===== src/srst_pkg.sv =====
// Constants shared by the system reset controller files
package srst_pkg;

    // Reset request source positions in the request vector
    localparam int SRC_W     = 8;
    localparam int SRC_POR   = 0;
    localparam int SRC_PIN   = 1;
    localparam int SRC_CMP   = 2;
    localparam int SRC_SW    = 3;
    localparam int SRC_SMON  = 4;
    localparam int SRC_WDT   = 5;
    localparam int SRC_MCD   = 6;
    localparam int SRC_FLASH = 7;

    // Sources that come from other domains and need two flip-flops
    localparam logic [SRC_W-1:0] SYNC_MASK = 8'h77;

    // Timing
    localparam int CLK_PERIOD_PS   = 8000;
    localparam int RELEASE_TIME_NS = 64;
    localparam int RELEASE_CYCLES  =
        (RELEASE_TIME_NS * 1000 + CLK_PERIOD_PS - 1) / CLK_PERIOD_PS;
    localparam int PIN_MASK_CYCLES = 4;
    localparam int CNT_W           = 8;

    // Exit conditions
    localparam int              ADDR_W      = 16;
    localparam logic [15:0]     START_VECTOR = 16'h0000;
    localparam logic            PORT_LATCH_RESET = 1'h1;

    // Values after reset of the request synchroniser and cause record
    localparam logic [SRC_W-1:0] SYNC_RESET  = 8'h00;
    localparam logic [SRC_W-1:0] CAUSE_RESET = 8'h01;

    typedef enum logic [1:0] {
        SRST_RUN,
        SRST_HOLD,
        SRST_RELEASE,
        SRST_EXIT
    } srst_state_t;

endpackage


===== src/srst_req_if.sv =====
// Carrier for the synchronised reset requests
`timescale 1ns/1ps
`default_nettype none
interface srst_req_if;
    logic [srst_pkg::SRC_W-1:0] req;

    modport src (output req);
    modport dst (input  req);
endinterface
`default_nettype wire


===== src/srst_sync.sv =====
// Two flip-flop synchroniser for the reset request inputs
`timescale 1ns/1ps
`default_nettype none
module srst_sync #(
    parameter logic [srst_pkg::SRC_W-1:0] MASK = srst_pkg::SYNC_MASK
) (
    input  wire logic                      clk,
    input  wire logic                      rst,
    input  wire logic [srst_pkg::SRC_W-1:0] raw,
    srst_req_if.src                        out
);
    logic [srst_pkg::SRC_W-1:0] meta;
    logic [srst_pkg::SRC_W-1:0] stable;
    logic [srst_pkg::SRC_W-1:0] next_meta;
    logic [srst_pkg::SRC_W-1:0] next_stable;

    always_comb begin
        next_meta   = raw;
        next_stable = meta;
    end

    always_ff @(posedge clk) begin
        if (rst) begin
            meta   <= srst_pkg::SYNC_RESET;
            stable <= srst_pkg::SYNC_RESET;
        end else begin
            meta   <= next_meta;
            stable <= next_stable;
        end
    end

    // Same-clock sources bypass the chain to save two cycles of latency
    always_comb begin
        for (int i = 0; i < srst_pkg::SRC_W; i++) begin
            out.req[i] = MASK[i] ? stable[i] : raw[i];
        end
    end
endmodule // srst_sync
`default_nettype wire


===== src/srst_ctrl.sv =====
// System reset controller: source merge, reset state and exit sequence
// Operation
// - Entering reset halts the core so no further instructions run.
// - Reset loads register defaults; power-on-only bits reset on POR.
// - In reset, port pins go to known state; interrupts, timers off.
// - Reset never alters RAM; writes are blocked while in reset.
// - Port latches default to 1, open-drain, weak pull-ups on.
// - Optional hold of ports, DACs, reference through non-POR resets.
// - Power-on and supply monitor resets drive reset pin low until exit.
// - Exit clears program counter and selects internal oscillator.
// - Exit enables watchdog and starts fetch at address 0x0000.
// - Eight request sources each enter reset.
`timescale 1ns/1ps
`default_nettype none
module srst_ctrl #(
    parameter int PORT_W = 28
) (
    input  wire logic                       clk,
    input  wire logic                       rst,
    input  wire logic                       por_req,
    input  wire logic                       reset_pin_n_in,
    input  wire logic                       cmp_req,
    input  wire logic                       sw_req,
    input  wire logic                       smon_req,
    input  wire logic                       wdt_req,
    input  wire logic                       mcd_req,
    input  wire logic                       flash_err_req,
    input  wire logic                       keep_state_en,
    output logic                            reset_pin_n_out,
    output logic                            reset_pin_n_oe,
    output logic                            core_halt,
    output logic                            reg_reset,
    output logic                            por_reset,
    output logic                            port_force,
    output logic [PORT_W-1:0]               port_latch,
    output logic                            port_open_drain,
    output logic                            port_pullup_en,
    output logic                            port_hold,
    output logic                            analog_hold,
    output logic                            irq_disable,
    output logic                            timer_disable,
    output logic                            ram_write_block,
    output logic                            pc_clear,
    output logic                            sysclk_sel_internal,
    output logic                            wdt_enable,
    output logic                            fetch_start,
    output logic [srst_pkg::ADDR_W-1:0]     fetch_addr,
    output logic [srst_pkg::SRC_W-1:0]      reset_cause
);
    localparam logic [srst_pkg::CNT_W-1:0] REL_LOAD =
        srst_pkg::CNT_W'(srst_pkg::RELEASE_CYCLES - 1);
    localparam logic [srst_pkg::CNT_W-1:0] MASK_LOAD =
        srst_pkg::CNT_W'(srst_pkg::PIN_MASK_CYCLES);

    srst_req_if req_bus ();

    logic [srst_pkg::SRC_W-1:0] raw_req;

    // Pin is active low; flip it so every request bit is active high
    always_comb begin
        raw_req                     = '0;
        raw_req[srst_pkg::SRC_POR]   = por_req;
        raw_req[srst_pkg::SRC_PIN]   = ~reset_pin_n_in;
        raw_req[srst_pkg::SRC_CMP]   = cmp_req;
        raw_req[srst_pkg::SRC_SW]    = sw_req;
        raw_req[srst_pkg::SRC_SMON]  = smon_req;
        raw_req[srst_pkg::SRC_WDT]   = wdt_req;
        raw_req[srst_pkg::SRC_MCD]   = mcd_req;
        raw_req[srst_pkg::SRC_FLASH] = flash_err_req;
    end

    srst_sync #(
        .MASK (srst_pkg::SYNC_MASK)
    ) srst_sync_inst (
        .clk (clk),
        .rst (rst),
        .raw (raw_req),
        .out (req_bus.src)
    );

    // Sequencer state
    srst_pkg::srst_state_t             state;
    srst_pkg::srst_state_t             next_state;
    logic [srst_pkg::CNT_W-1:0]        rel_cnt;
    logic [srst_pkg::CNT_W-1:0]        next_rel_cnt;
    logic [srst_pkg::CNT_W-1:0]        mask_cnt;
    logic [srst_pkg::CNT_W-1:0]        next_mask_cnt;
    logic [srst_pkg::SRC_W-1:0]        cause;
    logic [srst_pkg::SRC_W-1:0]        next_cause;
    logic [srst_pkg::SRC_W-1:0]        req_eff;
    logic                              any_req;
    logic                              pin_driven;

    function automatic logic drives_pin(
        input logic [srst_pkg::SRC_W-1:0] c
    );
        drives_pin = c[srst_pkg::SRC_POR] | c[srst_pkg::SRC_SMON];
    endfunction

    // Down-count shared by the release and pin-mask timers; it saturates
    // so an idle counter stays at zero instead of wrapping
    function automatic logic [srst_pkg::CNT_W-1:0] count_down(
        input logic [srst_pkg::CNT_W-1:0] c
    );
        count_down = (c != '0) ? c - 1'b1 : c;
    endfunction

    // Our own low drive echoes back on the pin input; ignore it while
    // driving and until the released level has crossed the synchroniser
    assign pin_driven = (state == srst_pkg::SRST_HOLD ||
                         state == srst_pkg::SRST_RELEASE) && drives_pin(cause);

    always_comb begin
        req_eff = req_bus.req;
        if (pin_driven || mask_cnt != '0) begin
            req_eff[srst_pkg::SRC_PIN] = 1'b0;
        end
        any_req = |req_eff;
    end

    always_comb begin
        next_state    = state;
        next_rel_cnt  = rel_cnt;
        next_cause    = cause;
        next_mask_cnt = count_down(mask_cnt);
        case (state)
            srst_pkg::SRST_RUN: begin
                if (any_req) begin
                    next_state = srst_pkg::SRST_HOLD;
                    next_cause = req_eff;
                end
            end
            srst_pkg::SRST_HOLD: begin
                next_cause = cause | req_eff;
                if (!any_req) begin
                    next_state   = srst_pkg::SRST_RELEASE;
                    next_rel_cnt = REL_LOAD;
                end
            end
            srst_pkg::SRST_RELEASE: begin
                next_cause = cause | req_eff;
                if (any_req) begin
                    next_state = srst_pkg::SRST_HOLD;
                end else if (rel_cnt == '0) begin
                    next_state = srst_pkg::SRST_EXIT;
                    // Mask the echo of our own drive once it is let go
                    if (drives_pin(cause)) begin
                        next_mask_cnt = MASK_LOAD;
                    end
                end else begin
                    next_rel_cnt = count_down(rel_cnt);
                end
            end
            srst_pkg::SRST_EXIT: begin
                // A one-cycle request in the exit cycle would otherwise be
                // lost, so it re-enters hold at once
                if (any_req) begin
                    next_state = srst_pkg::SRST_HOLD;
                    next_cause = req_eff;
                end else begin
                    next_state = srst_pkg::SRST_RUN;
                end
            end
            default: begin
                next_state = srst_pkg::SRST_HOLD;
            end
        endcase
    end

    always_ff @(posedge clk) begin
        if (rst) begin
            state    <= srst_pkg::SRST_HOLD;
            rel_cnt  <= '0;
            mask_cnt <= '0;
            cause    <= srst_pkg::CAUSE_RESET;
        end else begin
            state    <= next_state;
            rel_cnt  <= next_rel_cnt;
            mask_cnt <= next_mask_cnt;
            cause    <= next_cause;
        end
    end

    // Output values, all registered so nothing glitches onto the chip
    logic                          in_reset;
    logic                          is_por;
    logic                          keep;
    logic                          next_reset_pin_n_out;
    logic                          next_reset_pin_n_oe;
    logic                          next_core_halt;
    logic                          next_reg_reset;
    logic                          next_por_reset;
    logic                          next_port_force;
    logic                          next_port_hold;
    logic                          next_analog_hold;
    logic                          next_ram_write_block;
    logic                          next_pc_clear;
    logic                          next_sysclk_sel_internal;
    logic                          next_wdt_enable;
    logic                          next_fetch_start;
    logic [srst_pkg::SRC_W-1:0]    next_reset_cause;

    always_comb begin
        in_reset = (next_state == srst_pkg::SRST_HOLD ||
                    next_state == srst_pkg::SRST_RELEASE);
        is_por   = next_cause[srst_pkg::SRC_POR];
        // Hold request only honoured when power was never lost
        keep     = keep_state_en && !is_por;

        next_core_halt       = in_reset || next_state == srst_pkg::SRST_EXIT;
        next_reg_reset       = in_reset;
        next_por_reset       = in_reset && is_por;
        next_port_force      = in_reset && !keep;
        next_port_hold       = in_reset && keep;
        next_analog_hold     = in_reset && keep;
        // RAM contents survive reset; block any write strobe meanwhile
        next_ram_write_block = in_reset;

        next_reset_pin_n_oe  = in_reset && drives_pin(next_cause);
        next_reset_pin_n_out = !next_reset_pin_n_oe;

        next_pc_clear            = next_state == srst_pkg::SRST_EXIT;
        next_sysclk_sel_internal = next_state == srst_pkg::SRST_EXIT;
        next_wdt_enable          = next_state == srst_pkg::SRST_EXIT;
        next_fetch_start         = next_state == srst_pkg::SRST_EXIT;

        next_reset_cause = (next_state == srst_pkg::SRST_EXIT) ?
                           next_cause : reset_cause;
    end

    always_ff @(posedge clk) begin
        if (rst) begin
            core_halt           <= 1'b1;
            reg_reset           <= 1'b1;
            por_reset           <= 1'b1;
            port_force          <= 1'b1;
            port_hold           <= 1'b0;
            analog_hold         <= 1'b0;
            ram_write_block     <= 1'b1;
            reset_pin_n_oe      <= 1'b1;
            reset_pin_n_out     <= 1'b0;
            pc_clear            <= 1'b0;
            sysclk_sel_internal <= 1'b0;
            wdt_enable          <= 1'b0;
            fetch_start         <= 1'b0;
            reset_cause         <= srst_pkg::CAUSE_RESET;
        end else begin
            core_halt           <= next_core_halt;
            reg_reset           <= next_reg_reset;
            por_reset           <= next_por_reset;
            port_force          <= next_port_force;
            port_hold           <= next_port_hold;
            analog_hold         <= next_analog_hold;
            ram_write_block     <= next_ram_write_block;
            reset_pin_n_oe      <= next_reset_pin_n_oe;
            reset_pin_n_out     <= next_reset_pin_n_out;
            pc_clear            <= next_pc_clear;
            sysclk_sel_internal <= next_sysclk_sel_internal;
            wdt_enable          <= next_wdt_enable;
            fetch_start         <= next_fetch_start;
            reset_cause         <= next_reset_cause;
        end
    end

    // Port defaults stand during and after reset; they are constants
    // held in flops so the outputs stay registered
    logic [PORT_W-1:0]             next_port_latch;
    logic                          next_port_open_drain;
    logic                          next_port_pullup_en;
    logic                          next_irq_disable;
    logic                          next_timer_disable;
    logic [srst_pkg::ADDR_W-1:0]   next_fetch_addr;

    // Interrupt and timer gates follow the register reset exactly
    always_comb begin
        next_port_latch      = {PORT_W{srst_pkg::PORT_LATCH_RESET}};
        next_port_open_drain = 1'b1;
        next_port_pullup_en  = 1'b1;
        next_irq_disable     = next_reg_reset;
        next_timer_disable   = next_reg_reset;
        next_fetch_addr      = srst_pkg::START_VECTOR;
    end

    always_ff @(posedge clk) begin
        if (rst) begin
            port_latch      <= {PORT_W{srst_pkg::PORT_LATCH_RESET}};
            port_open_drain <= 1'b1;
            port_pullup_en  <= 1'b1;
            irq_disable     <= 1'b1;
            timer_disable   <= 1'b1;
            fetch_addr      <= srst_pkg::START_VECTOR;
        end else begin
            port_latch      <= next_port_latch;
            port_open_drain <= next_port_open_drain;
            port_pullup_en  <= next_port_pullup_en;
            irq_disable     <= next_irq_disable;
            timer_disable   <= next_timer_disable;
            fetch_addr      <= next_fetch_addr;
        end
    end
endmodule // srst_ctrl
`default_nettype wire


===== config.mk =====
export PLATFORM = sky130hd
export DESIGN_NAME = srst_ctrl
export DESIGN_NICKNAME = d
export VERILOG_FILES = /design/src/srst_pkg.sv /design/src/srst_req_if.sv /design/src/srst_sync.sv /design/src/srst_ctrl.sv
export SDC_FILE = /design/constraint.sdc
export NUM_CORES = 1
export LEC_CHECK = 0
export BUFFER_PORTS_ARGS = -buffer_cell sky130_fd_sc_hd__buf_2
export CORE_ASPECT_RATIO = 1.5
export CORE_MARGIN = 1.5
export CORE_UTILIZATION = 53
export DETAILED_ROUTE_END_ITERATION = 6
export PLACE_DENSITY = 0.8
export SYNTH_ARGS = -nofsm -noshare
export SYNTH_HDL_FRONTEND = slang
export SYNTH_SLANG_ARGS = --single-unit

===== constraint.sdc =====
create_clock -name clk -period 3.27 [get_ports clk]
set_input_delay 0.327 -clock clk [delete_from_list [all_inputs] [get_ports clk]]
set_output_delay 0.327 -clock clk [all_outputs]
set_load 0.05 [all_outputs]

==> results of run 1 <==
registers in the layout, summed over array words and instances, names as in the netlist:
name and flops:
state 2, srst_sync_inst.stable 6, reset_pin_n_oe 1, rel_cnt 8
core_halt 1, timer_disable 1, fetch_start 1, reset_pin_n_out 1
analog_hold 1, cause 8, mask_cnt 8, reset_cause 8
srst_sync_inst.meta 6, por_reset 1, port_force 1
per-layer routing:
layer | vias up | track usage, % | share of wire (%) | wire length, µm
met2 | 101 | 32.6 | 51 | 2780
met1 | 1034 | 21.7 | 41 | 2260
li1 | 1100 | - | - | -
met3 | 7 | 3.22 | 6.5 | 356
met5 | - | 0 | 0 | 0
met4 | 0 | 9.04 | 1.9 | 107
cells by family after synthesis:
group                    count (synthesis)  share of synthesized area (%)
AND/OR/NAND/NOR                        107                           21.8
XOR/XNOR                                 7                           2.06
adder cells (fa/ha/maj)                 10                           4.21
other                                    2                          0.253
buffers and inverters                   79                           18.0
AO/OA/AOI/OAI                           69                           17.3
flip-flops                              54                           36.4
layout make-up:
type,instances,area (µm²),area share [%]
multi-input combinational,239,1520,50.0
timing repair buffer,37,195,6.41
sequential,54,1080,35.5
tap,70,87.6,2.88
clock buffer,5,68.8,2.26
clock inverter,3,48.8,1.60
inverter,11,41.3,1.36
synth_stat cells, types with 3 or more instances:
cell type,number,area (µm²)
o311ai_1,3,26.3
dfxtp_1,54,1080
nor4_4,3,63.8
a31oi_1,8,50.1
o31ai_1,10,75.1
a21oi_1,12,60.1
clkbuf_1,7,26.3
nor3_1,8,40.0
inv_1,10,37.5
ha_1,10,125
xnor2_1,4,35.0
and3_1,6,37.5
or2_2,4,25.0
buf_4,54,405
o2bb2ai_1,6,52.6
buf_6,3,33.8
nand4_1,3,18.8
o21a_1,4,30.0
o21ai_1,6,30.0
nor2b_1,13,81.3
nand3_1,4,20.0
nor2_1,16,60.1
nor3b_1,4,30.0
xor2_1,3,26.3
nand2_1,27,101
power by group:
part / switching, mW / leakage [nW] / internal (mW)
sequential: 0.102 / 0.444 / 0.783
combinational: 0.765 / 0.831 / 0.343
clock: 0.236 / 0.0563 / 0.233
worst paths after layout:
path / cells past startpoint / end / slack, ns
max reg2reg: 10 / reset_cause[1] / 0.38
min reg2reg: 1 / srst_sync_inst.stable[2] / 0.44
max: 10 / reset_cause[1] / 0.38
min: 2 / srst_sync_inst.meta[1] / 0.15
critical path: cells and delay by family, from the launching register on:
kind,cells,cell delay (ns)
AO/OA/AOI/OAI,4,1.15
adder cells (fa/ha/maj),2,0.48
buffers and inverters,2,0.24
flip-flops,1,0.49
AND/OR/NAND/NOR,2,0.40
==> impl_results.md, run 1 <==
* Status: finished clean
* Post-Syn Instances at 328
* RSZ-0062 raised after global routing: false
* Core Box Area at 5450 µm²
* First-pass GRT wire length at 9.05 mm
* Setup Crit Path Kind: register to register
* Vias/cell at 5.35
* Routed Antenna Nets at 0
* Maximum vdd drop at 0.487 mV
* Ys Warns at 0
* Vias in the first global route at 1998
* CTS resizes at 0
* Final WL at 5.50 mm
* Minimum clock period at 2.89 ns
* Data required time of the critical path at 3.47 ns
* DIE HEIGHT at 94.7 µm
* Crit path arrival time at 3.09 ns
* CTS H-Tree Depth at 2
* Cts hold-fix bufs at 0
* Setup_tns at 0 ns
* Synth unique cells at 61
* Largest net degree at the start of global routing at 39
* Final Hold Slack at 0.152 ns
* Cts bufs inserted at 5
* Worst r2r src: state[1]
* Worst Hold Class: input port to register
* Pleak at 1.33 nW
* Placed cell count at 411
* Antenna violations before repair at 0
* Min-delay src: reset_pin_n_in
* Avg Cell Area, Syn at 9.06 µm²
* Crit Path Max Fanout at 10
* Skew-Pair Late Insertion Delay at 0.33 ns
* Area of the mapped netlist at 2970 µm²
* Vias after detailed routing at 2242
* Number of synthesized flops with an enable pin at 0
* Clock slew seen by the registers of the worst setup and hold paths at 0.11 ns
* Final Hold Fails at 0
* Max clock buf depth at 2
* Final worst slack at 0.376 ns
* Net count, final at 369
* Pins over their slew limit at 0
* Fill count at 498
* Critical-path cell list: inv_1 -> ha_1 -> o21ai_1 -> nand4_2 -> a31oi_1 -> o22a_1 -> ha_1 -> inv_1 -> a2111oi_0 -> nor4_1
* RD Place Congestion at 0.876
* Num Clock Sinks at 54
* DRC at 0
* # diodes at 0
* Detailed router's first-iteration violation count at 101
* Final setup fails at 0
* Design Area, Final at 3040 µm²
* Fin crit share at 88.5%
* CTS tree: yes
* Crit path from: state[1]
* Post-CTS setup buffers at 0
* Root Buffer Master: clkbuf_8
* Total Power at 2.46 mW
* #FFs+latches synth at 54
* Normalized max-slew margin at 53.0%
* Row cnt at 33
* Finished Layout Cells at 419
* Pwr dens at 809 nW/µm²
* Pre-CTS setup slack at 0.483 ns
* Cell with the largest stage delay on the worst path: dfxtp_1
* Grt total ovfl at 0
* Most frequent cells in the layout: dfxtp_1, conb_1, buf_2, nand2_1, nor2_1
* Post-layout util at 55.8%
* Critical Path Max Stage Delay at 0.49 ns
* Share of layout cells above drive strength 1 at 18.1%
* Port Buf Inserts at 33
* Worst-Margin Slew at 0.705 ns
* I/O pins at 80
* Sequential share of the synthesized area at 36.4%
* Commonest non-fill, non-tap cell in the layout: dfxtp_1
* Max frequency at 346 MHz
* Startpoint Class: register
* Nature of the critical path endpoint: register
* Die footprint at 6070 µm²
* Main synth FF type: dfxtp_1
* Async SR Flop Fraction at 0%
* Die W at 64.1 µm
* Final Skew at 0.0161 ns
* Pre-antenna DRT Iters at 4
* Max_cap viols at 0
* Area grow syn2layout at 2.44%
* Global-route usage over all layers at 18.6%
* Initial Utilization at 54.5%
* HPWL Detailed at 3.81 mm
* Placed Area at 2930 µm²
* DR WL/cell at 13.1 µm
Power figures use the tool's default switching activity.
==> run 2, diff against run 1 <==
--- a/config.mk
+++ b/config.mk
@@ -11,6 +11,7 @@
 export CORE_UTILIZATION = 53
 export DETAILED_ROUTE_END_ITERATION = 6
 export PLACE_DENSITY = 0.8
+export RECOVER_POWER = 25
 export SYNTH_ARGS = -nofsm -noshare
 export SYNTH_HDL_FRONTEND = slang
 export SYNTH_SLANG_ARGS = --single-unit
==> impl_results.md, run 2 (same netlist as run 1, synthesis figures left out) <==
* Worst r2r src: state[1]
* Final Hold Fails at 0
* Net count, final at 369
* RD Place Congestion at 0.876
* Worst path bufs/invs at 2
* Nature of the critical path endpoint: register
* DIE HEIGHT at 94.7 µm
* Clock slew seen by the registers of the worst setup and hold paths at 0.11 ns
* Commonest non-fill, non-tap cell in the layout: dfxtp_1
* Grt total ovfl at 0
* CTS resizes at 0
* FF-to-FF path depth at 10
* I/O pins at 80
* Crit path from: state[1]
* Vias in the first global route at 1998
* Max_cap viols at 0
* Row cnt at 33
* Final WL at 5.52 mm
* HPWL Detailed at 3.81 mm
* Setup_tns at 0 ns
* Port Buf Inserts at 33
* R2R Path End: reset_cause[1]
* Crit path arrival time at 3.09 ns
* Crit Path Max Fanout at 10
* Stages on the worst setup path at 10
* Fin crit share at 88.6%
* Die footprint at 6070 µm²
* Maximum vdd drop at 0.486 mV
* Vias/cell at 5.34
* CTS H-Tree Depth at 2
* Global-route usage over all layers at 18.6%
* Cts hold-fix bufs at 0
* Reg-to-reg setup timing slack at 0.37 ns
* Finished Layout Cells at 419
* Final setup fails at 0
* Status: finished clean
* Fill count at 499
* Data required time of the critical path at 3.46 ns
* Largest net degree at the start of global routing at 39
* Worst-Margin Slew at 0.706 ns
* Area grow syn2layout at 2.15%
* First-pass GRT wire length at 9.05 mm
* Multi-input combinational cell area at 1520 µm²
* # diodes at 0
* Critical Path Max Stage Delay at 0.49 ns
* Most frequent cells in the layout: dfxtp_1, conb_1, nand2_1, buf_2, nor2_1
* Share of layout cells above drive strength 1 at 16.0%
* Root Buffer Master: clkbuf_8
* Final Skew at 0.0144 ns
* Core Box Area at 5450 µm²
* Startpoint Class: register
* Worst Hold Class: input port to register
* Antenna violations before repair at 0
* Max clock buf depth at 2
* Num Clock Sinks at 54
* CTS tree: yes
* Vias after detailed routing at 2237
* Setup Crit Path Kind: register to register
* Critical-path cell list: inv_1 -> ha_1 -> o21ai_1 -> nand4_2 -> a31oi_1 -> o22a_1 -> ha_1 -> inv_1 -> a2111oi_0 -> nor4_1
* Normalized max-slew margin at 52.9%
* DR WL/cell at 13.2 µm
* Detailed router's first-iteration violation count at 113
* Register area at 1080 µm²
* Pre-antenna DRT Iters at 4
* Cell with the largest stage delay on the worst path: dfxtp_1
* Cts bufs inserted at 5
* Pins over their slew limit at 0
* Routed Antenna Nets at 0
* Worst setup path end: reset_cause[1]
* Initial Utilization at 54.5%
* Max frequency at 345 MHz
* Die W at 64.1 µm
* Placed cell count at 411
* Post-CTS setup buffers at 0
* Pwr dens at 809 nW/µm²
* RSZ-0062 raised after global routing: false
* Minimum clock period at 2.90 ns
* Skew-Pair Late Insertion Delay at 0.33 ns
* Pleak at 1.31 nW
* Crit path max-delay family: compound AO/OA/AOI/OAI gates
* DRC at 0
==> run 2: cell types whose count changed in the layout (fill, tap and decap cells not counted), sizes merged <==
cell    delta
buf        -7
clkbuf     +7
==> run 2: area by class of cell <==
| cell class | count | area share (%) |
|---|---|---|
| Multi-Input combinational cell | 239 | 50.1 |
| Tap cell | 70 | 2.89 |
| Clock buffer | 5 | 2.27 |
| Timing Repair Buffer | 37 | 6.14 |
| Sequential cell | 54 | 35.6 |
| Inverter | 11 | 1.36 |
| Clock inverter | 3 | 1.61 |
==> run 2: how the worst min path moves through the flow <==
stage | from | to | cells past startpoint
global placement | srst_sync_inst.meta[6] | srst_sync_inst.stable[6] | 1
finish | reset_pin_n_in | srst_sync_inst.meta[1] | 2
floorplan | reset_pin_n_in | srst_sync_inst.meta[1] | 1
global route | reset_pin_n_in | srst_sync_inst.meta[1] | 2
CTS | reset_pin_n_in | srst_sync_inst.meta[1] | 2
detailed placement | srst_sync_inst.meta[1] | srst_sync_inst.stable[1] | 1
==> run 2: power by group <==
group,internal [mW],switching (mW)
combinational,0.334,0.765
sequential,0.783,0.103
clock,0.233,0.236
==> run 2: stage by stage <==
| step | cell area (µm²) | hold WS, ns | utilization [%] | power, mW | worst slack (ns) |
|---|---|---|---|---|---|
| 2_1_floorplan | 3140 | 0.399 | - | 1.88 | 0.674 |
| 3_3_place_gp | 2930 | 0.416 | 53.7 | 1.98 | 0.636 |
| 3_5_place_dp | 2930 | 0.422 | 53.7 | 2.00 | 0.483 |
| 4_1_cts | 3040 | 0.148 | 55.8 | 2.47 | 0.399 |
| 5_1_grt | 3030 | 0.177 | 55.7 | 2.60 | 0.0457 |
| 6_report | 3030 | 0.152 | 55.7 | 2.45 | 0.371 |
==> run 2: layer usage <==
layer | part of all wire, % | GRT usage (%) | vias to the layer above
met5 | 0 | 0 | -
met4 | 1.9 | 9.04 | 0
met3 | 5.1 | 3.22 | 7
met2 | 50 | 32.6 | 85
met1 | 43 | 21.7 | 1047
li1 | - | - | 1098
==> run 2: worst reg2reg max path, stage by stage, from the launching register on <==
cell and delay [ns]:
dfxtp_1 0.49, inv_1 0.11, ha_1 0.32, o21ai_1 0.14, nand4_2 0.30, a31oi_1 0.34
o22a_1 0.21, ha_1 0.16, inv_1 0.13, a2111oi_0 0.47, nor4_1 0.10
